==> src/hw/rsc_pkg.sv <==
package rsc_pkg;
    localparam logic [7:0] RSC_PORT_DEFAULT = 8'hff;
    localparam logic [7:0] RSC_RSTSEL_DEFAULT = 8'h55;
    localparam logic [7:0] RSC_LVSEL_DEFAULT = 8'h66;
    localparam logic [7:0] RSC_ZERO_BYTE = 8'h00;

    typedef enum logic [2:0] {
        RSC_NONE,
        RSC_POWER_ON,
        RSC_PIN,
        RSC_LOW_VOLT,
        RSC_WDT_NORMAL,
        RSC_WDT_IDLE
    } rsc_kind_e;

    typedef struct packed {
        logic watchdog_timeout_flag;
        logic powerdown_flag;
        logic lv_reset_cause_flag;
        logic [7:0] reset_pin_select_reg;
        logic [7:0] lv_level_select_reg;
        logic [7:0] portData;
        logic [7:0] portDir;
        logic [7:0] muldiv_work_reg;
        logic timersOn;
        logic intEnable;
        logic clearPc;
        logic clearSp;
        logic stackTop;
        logic clearWdt;
        logic initDone;
        logic [1:0] pinSync;
        logic [1:0] lvSync;
        rsc_kind_e lastKind;
    } rsc_state_s;
endpackage : rsc_pkg

==> src/hw/rsc_reset_state_controller.sv <==
`timescale 1ns/1ps
`default_nettype none
module rsc_reset_state_controller (
    input wire logic clk,
    input wire logic rst_n,
    input wire logic powerOnReq,
    input wire logic external_reset_pin,
    input wire logic low_voltage_reset,
    input wire logic watchdog_timer,
    input wire logic idleMode,
    input wire logic sleepEntry,
    input wire logic clearWatchdogCmd,
    input wire logic swClearLvFlag,
    input wire logic swWrite,
    input wire logic [7:0] swRstSel,
    input wire logic [7:0] swLvSel,
    input wire logic [7:0] swPortData,
    input wire logic [7:0] swPortDir,
    input wire logic [7:0] swMulDiv,
    input wire logic swTimersOn,
    input wire logic swIntEnable,
    output logic watchdog_timeout_flag,
    output logic powerdown_flag,
    output logic lv_reset_cause_flag,
    output logic [7:0] reset_pin_select_reg,
    output logic [7:0] lv_level_select_reg,
    output logic [7:0] portData,
    output logic [7:0] portDir,
    output logic [7:0] muldiv_work_reg,
    output logic timersOn,
    output logic intEnable,
    output logic clearPc,
    output logic clearSp,
    output logic stackTop,
    output logic clearWdt
);
    // ---------------------------------------------------------------
    // Reset pin and low-voltage synchronisers.
    // ---------------------------------------------------------------
    rsc_pkg::rsc_state_s st;
    rsc_pkg::rsc_state_s next_st;
    logic pinReq;
    logic lvReq;
    assign pinReq = st.pinSync[1];
    assign lvReq = st.lvSync[1];

    // ---------------------------------------------------------------
    // Reset kind decode, highest priority first.
    // ---------------------------------------------------------------
    rsc_pkg::rsc_kind_e kind;
    always_comb begin
        if (powerOnReq || !st.initDone) begin
            kind = rsc_pkg::RSC_POWER_ON;
        end else if (pinReq) begin
            kind = rsc_pkg::RSC_PIN;
        end else if (lvReq && !idleMode) begin
            kind = rsc_pkg::RSC_LOW_VOLT;
        end else if (watchdog_timer && idleMode) begin
            kind = rsc_pkg::RSC_WDT_IDLE;
        end else if (watchdog_timer) begin
            kind = rsc_pkg::RSC_WDT_NORMAL;
        end else begin
            kind = rsc_pkg::RSC_NONE;
        end
    end

    // ---------------------------------------------------------------
    // Next state.
    // ---------------------------------------------------------------
    always_comb begin
        next_st = st;
        next_st.lastKind = kind;
        next_st.clearPc = 1'b0;
        next_st.clearSp = 1'b0;
        next_st.stackTop = 1'b0;
        next_st.clearWdt = clearWatchdogCmd;
        if (swWrite) begin
            next_st.reset_pin_select_reg = swRstSel;
            next_st.lv_level_select_reg = swLvSel;
            next_st.portData = swPortData;
            next_st.portDir = swPortDir;
            next_st.muldiv_work_reg = swMulDiv;
            next_st.timersOn = swTimersOn;
            next_st.intEnable = swIntEnable;
        end
        if (swClearLvFlag) begin
            next_st.lv_reset_cause_flag = 1'b0;
        end
        if (sleepEntry) begin
            next_st.powerdown_flag = 1'b1;
            next_st.watchdog_timeout_flag = 1'b0;
        end
        case (kind)
            rsc_pkg::RSC_POWER_ON, rsc_pkg::RSC_PIN, rsc_pkg::RSC_LOW_VOLT,
            rsc_pkg::RSC_WDT_NORMAL: begin
                next_st.clearPc = 1'b1;
                next_st.clearSp = 1'b1;
                next_st.stackTop = 1'b1;
                next_st.clearWdt = 1'b1;
                next_st.intEnable = 1'b0;
                next_st.timersOn = 1'b0;
                next_st.portData = rsc_pkg::RSC_PORT_DEFAULT;
                next_st.portDir = rsc_pkg::RSC_PORT_DEFAULT;
                next_st.reset_pin_select_reg = rsc_pkg::RSC_RSTSEL_DEFAULT;
                next_st.muldiv_work_reg = rsc_pkg::RSC_ZERO_BYTE;
                if (kind != rsc_pkg::RSC_LOW_VOLT) begin
                    next_st.lv_level_select_reg = rsc_pkg::RSC_LVSEL_DEFAULT;
                end else begin
                    next_st.lv_reset_cause_flag = 1'b1;
                end
                if (kind == rsc_pkg::RSC_POWER_ON) begin
                    next_st.watchdog_timeout_flag = 1'b0;
                    next_st.powerdown_flag = 1'b0;
                    next_st.initDone = 1'b1;
                end else if (kind == rsc_pkg::RSC_WDT_NORMAL) begin
                    next_st.watchdog_timeout_flag = 1'b1;
                    next_st.powerdown_flag = st.powerdown_flag;
                end else begin
                    next_st.watchdog_timeout_flag = st.watchdog_timeout_flag;
                    next_st.powerdown_flag = st.powerdown_flag;
                end
            end
            rsc_pkg::RSC_WDT_IDLE: begin
                next_st = st;
                next_st.lastKind = kind;
                next_st.clearWdt = 1'b0;
                next_st.clearPc = 1'b1;
                next_st.clearSp = 1'b1;
                next_st.stackTop = 1'b0;
                next_st.watchdog_timeout_flag = 1'b1;
                next_st.powerdown_flag = 1'b1;
            end
            default: begin
            end
        endcase
        next_st.pinSync = {st.pinSync[0], ~external_reset_pin};
        next_st.lvSync = {st.lvSync[0], low_voltage_reset};
    end

    always_ff @(posedge clk) begin
        if (!rst_n) begin
            st <= '0;
        end else begin
            st <= next_st;
        end
    end

    assign watchdog_timeout_flag = st.watchdog_timeout_flag;
    assign powerdown_flag = st.powerdown_flag;
    assign lv_reset_cause_flag = st.lv_reset_cause_flag;
    assign reset_pin_select_reg = st.reset_pin_select_reg;
    assign lv_level_select_reg = st.lv_level_select_reg;
    assign portData = st.portData;
    assign portDir = st.portDir;
    assign muldiv_work_reg = st.muldiv_work_reg;
    assign timersOn = st.timersOn;
    assign intEnable = st.intEnable;
    assign clearPc = st.clearPc;
    assign clearSp = st.clearSp;
    assign stackTop = st.stackTop;
    assign clearWdt = st.clearWdt;
endmodule : rsc_reset_state_controller
`default_nettype wire

==> config.mk <==
export PLATFORM = sky130hd
export DESIGN_NAME = rsc_reset_state_controller
export DESIGN_NICKNAME = d
export VERILOG_FILES = /design/src/hw/rsc_pkg.sv /design/src/hw/rsc_reset_state_controller.sv
export SDC_FILE = /design/constraint.sdc
export NUM_CORES = 1
export LEC_CHECK = 0
export BUFFER_PORTS_ARGS = -buffer_cell sky130_fd_sc_hd__buf_2
export CAP_MARGIN = 40
export CORE_ASPECT_RATIO = 0.9
export CORE_MARGIN = 5
export CORE_UTILIZATION = 41
export CTS_CLUSTER_DIAMETER = 80
export CTS_CLUSTER_SIZE = 25
export DETAILED_ROUTE_END_ITERATION = 16
export GPL_TIMING_DRIVEN = 0
export MAX_ROUTING_LAYER = met4
export PLACE_DENSITY = 0.79
export SETUP_SLACK_MARGIN = 0.2
export SKIP_CTS_REPAIR_TIMING = 1
export SYNTH_ARGS = -nofsm -noshare
export SYNTH_HDL_FRONTEND = slang
export SYNTH_SLANG_ARGS = --single-unit
==> constraint.sdc <==
create_clock -name clk -period 1.44 [get_ports clk]
set_clock_uncertainty 0.1 [all_clocks]
set_input_delay 0.144 -clock clk [delete_from_list [all_inputs] [get_ports clk]]
set_output_delay 0.144 -clock clk [all_outputs]
set_load 0.05 [all_outputs]
==> summary.md <==
| Metric | Value |
|---|---|
| Critical path fanouts, max | `10` |
| Area Growth Syn to Fin | `60.55%` |
| DRC Markers | `0` |
| Root buf cell | `clkbuf_8` |
| Status | `finished with violations` |
| CORE AREA | `0.005192 mm²` |
| Worst path cell trace | `or3b_4 > nor4b_4 > buf_6 > a22o_2` |
| Leakage | `1.678 nW` |
| FP Rows | `25` |
| TritonCTS Buffers | `5` |
| Pre-CTS setup slack | `-0.1942 ns` |
| Mean post-synth cell area | `10.99 µm²` |
| Max rail drop VDD | `0.5804 mV` |
| RR Startpoint | `pinReq$_SDFF_PN0_` |
| Ant diodes | `0` |
| Worst Path Arrival | `1.78 ns` |
| Layout cell share with drive strength beyond 1 | `54.02%` |
| Worst-Skew Late Latency | `0.29 ns` |
| CP Buf/Inv Count | `1` |
| Crit-path slowest cell | `or3b_4` |
| Syn_nets | `251` |
| Routability cong. | `0.7875` |
| Initial Util | `41.90%` |
| Post-DP Area | `0.002778 mm²` |
| Vias post-DR | `2017` |
| Failing checks | `setup timing` |
| Input/output buffers | `101` |
| Htree depth | `2` |
| Register area share after synthesis | `48.76%` |
| Die H | `79.11 µm` |
| Grt total ovfl | `0` |
| P per Cell Area | `1017 mW/mm²` |
| ANT nets after route | `0` |
| Min cycle time layout | `1.634 ns` |
| Final WL | `6165 µm` |
| Fmax | `0.6119 GHz` |
| Design area | `0.003493 mm²` |
| Critical path required time | `1.59 ns` |
| Final HPWL DP | `3847 µm` |
| Post-synth EDFFs | `0` |
| Pwr Total | `0.003554 W` |
| Crit path max-delay family | `simple AND/OR/NAND/NOR gates` |
| Core Util, Final | `67.28%` |
| Clk sink count | `53` |
| CTS tree | `done` |
| Fin. Hold Viols | `0` |
| Ports | `102` |
| Crit Path Class | `reg -> reg` |
| RSZ-0062 raised after global routing | `true` |
| Vias in the first global route | `1705` |
| Final setup viols | `14` |
| Fin crit share | `113.5%` |
| Setup crit end kind | `flop` |
| Largest net degree at the start of global routing | `16` |
| Setup slack after layout | `-0.1943 ns` |
| Yosys warns | `0` |
| Initial antenna violation count | `0` |
| Width of the die | `86.79 µm` |
| Vias per cell | `4.860` |
| Critical path launch point | `pinReq$_SDFF_PN0_` |
| Tot GR Track Use | `14.55%` |
| WL per Instance | `14.86 µm` |
| Fin nets | `400` |
| Distinct cells, synth | `34` |
| CTS max path bufs | `2` |
| Synthesized cell area | `0.002176 mm²` |
| Hold_sp | `swLvSel[7]` |
| Top_reg_cell synth | `dfxtp_1` |
| Synthesized flop and latch total | `53` |
| Die ar. | `0.006866 mm²` |
| Peak per-stage delay on the critical path | `0.42 ns` |
| Max Cap Violations | `0` |
| Mapped Cells | `198` |
| Fin. max-slew vios | `0` |
| Drt initial violations | `63` |
| First-pass GRT wire length | `7707 µm` |
| Detailed Routing Iterations Pass 1 | `4` |
| CP Launch Type | `flop` |
| Clock slew at reported path FFs | `0.09 ns` |
| Max_slew headroom | `79.40%` |
| Slew @ Worst Pin | `0.3077 ns` |
| Worst hold path type | `in -> reg` |
| Synth async-reset ratio | `0%` |
==> through the flow <==
stage / hold slack (ns) / instances / setup TNS, ns
floorplan: 0.1164 / 198 / -0.5126
global placement: 0.2046 / 366 / -4.585
detailed placement: 0.2025 / 366 / -5.425
CTS: -0.1238 / 374 / -5.977
global route: 0.003875 / 415 / -3.270
finish: 0.003412 / 415 / -2.426
==> cells in the mapped netlist (all sizes together), types with 2 or more instances <==
cell	instances	area, µm²
and2	3	18.77
nand2b	2	12.51
nor2	2	7.510
o21ai	3	15.01
inv	5	18.77
and4	2	20.02
buf	52	387.9
a22o	14	135.1
a31oi	2	12.51
a221o	20	200.2
o22ai	4	25.02
mux2i	4	40.04
nand2	9	33.78
a21oi	7	35.03
nor2b	2	12.51
dfxtp	53	1061
==> cell type report <==
class	instances	area, µm²
buffer	53	416.7
clock buffer	7	86.33
clock inverter	1	30.03
fill	389	1699
inverter	5	18.77
multi-input combinational	87	760.7
sequential	53	1069
tap	67	83.83
timing repair buffer	142	1028
==> power by group <==
part / switching (W) / leakage, nW / internal [W]
combinational: 0.000501 / 1.18 / 0.000419
clock: 0.000463 / 0.0585 / 0.000567
sequential: 0.0000506 / 0.440 / 0.00155
==> worst min-delay path: cells and delay by family <==
| kind | cells | cell delay (ns) |
|---|---|---|
| compound gates | 1 | 0.07 |
| buf+inv | 1 | 0.10 |
| simple gates | 1 | 0.04 |
==> kinds of logic after synthesis <==
| logic type | count (synthesis) | share of synthesized area (%) |
|---|---|---|
| flip-flops | 53 | 48.76 |
| AO/OA/AOI/OAI | 56 | 22.25 |
| buffers and inverters | 58 | 18.86 |
| multiplexers | 4 | 1.840 |
| AND/OR/NAND/NOR | 27 | 8.280 |
==> metal layers <==
layer	share of wire (%)	global-route usage, %	up-vias	wire [µm]
met5	0	-	-	0
met4	1.8	5.140	0	110
met3	7.6	4.253	12	466
met2	50	23.14	78	3088
met1	41	17.54	951	2500
li1	-	-	976	-
==> worst paths after layout <==
check	to	slack, ns	cells after the start
worst min register to register	pinReq$_SDFF_PN0_	0.34	1
worst max register to register	reset_pin_select_reg[7]$_SDFFE_PN0P_	-0.19	4
worst max-delay path	reset_pin_select_reg[7]$_SDFFE_PN0P_	-0.19	4
worst min-delay path	lv_level_select_reg[7]$_SDFFE_PN0N_	0.003	3
==> placed cells by master, fill, tap and decap left out, types with 3 or more instances in the layout <==
cell	count
clkbuf_8	6
buf_2	63
mux2i_1	4
clkbuf_4	5
buf_4	76
and2_1	3
a21oi_1	5
o22ai_1	4
a22o_2	10
nand2_1	9
inv_1	5
a221o_1	20
dfxtp_2	3
dlygate4sd3_1	39
dfxtp_1	49
buf_6	10
a22o_1	4
Note: power is estimated with default switching activity, not from simulation.
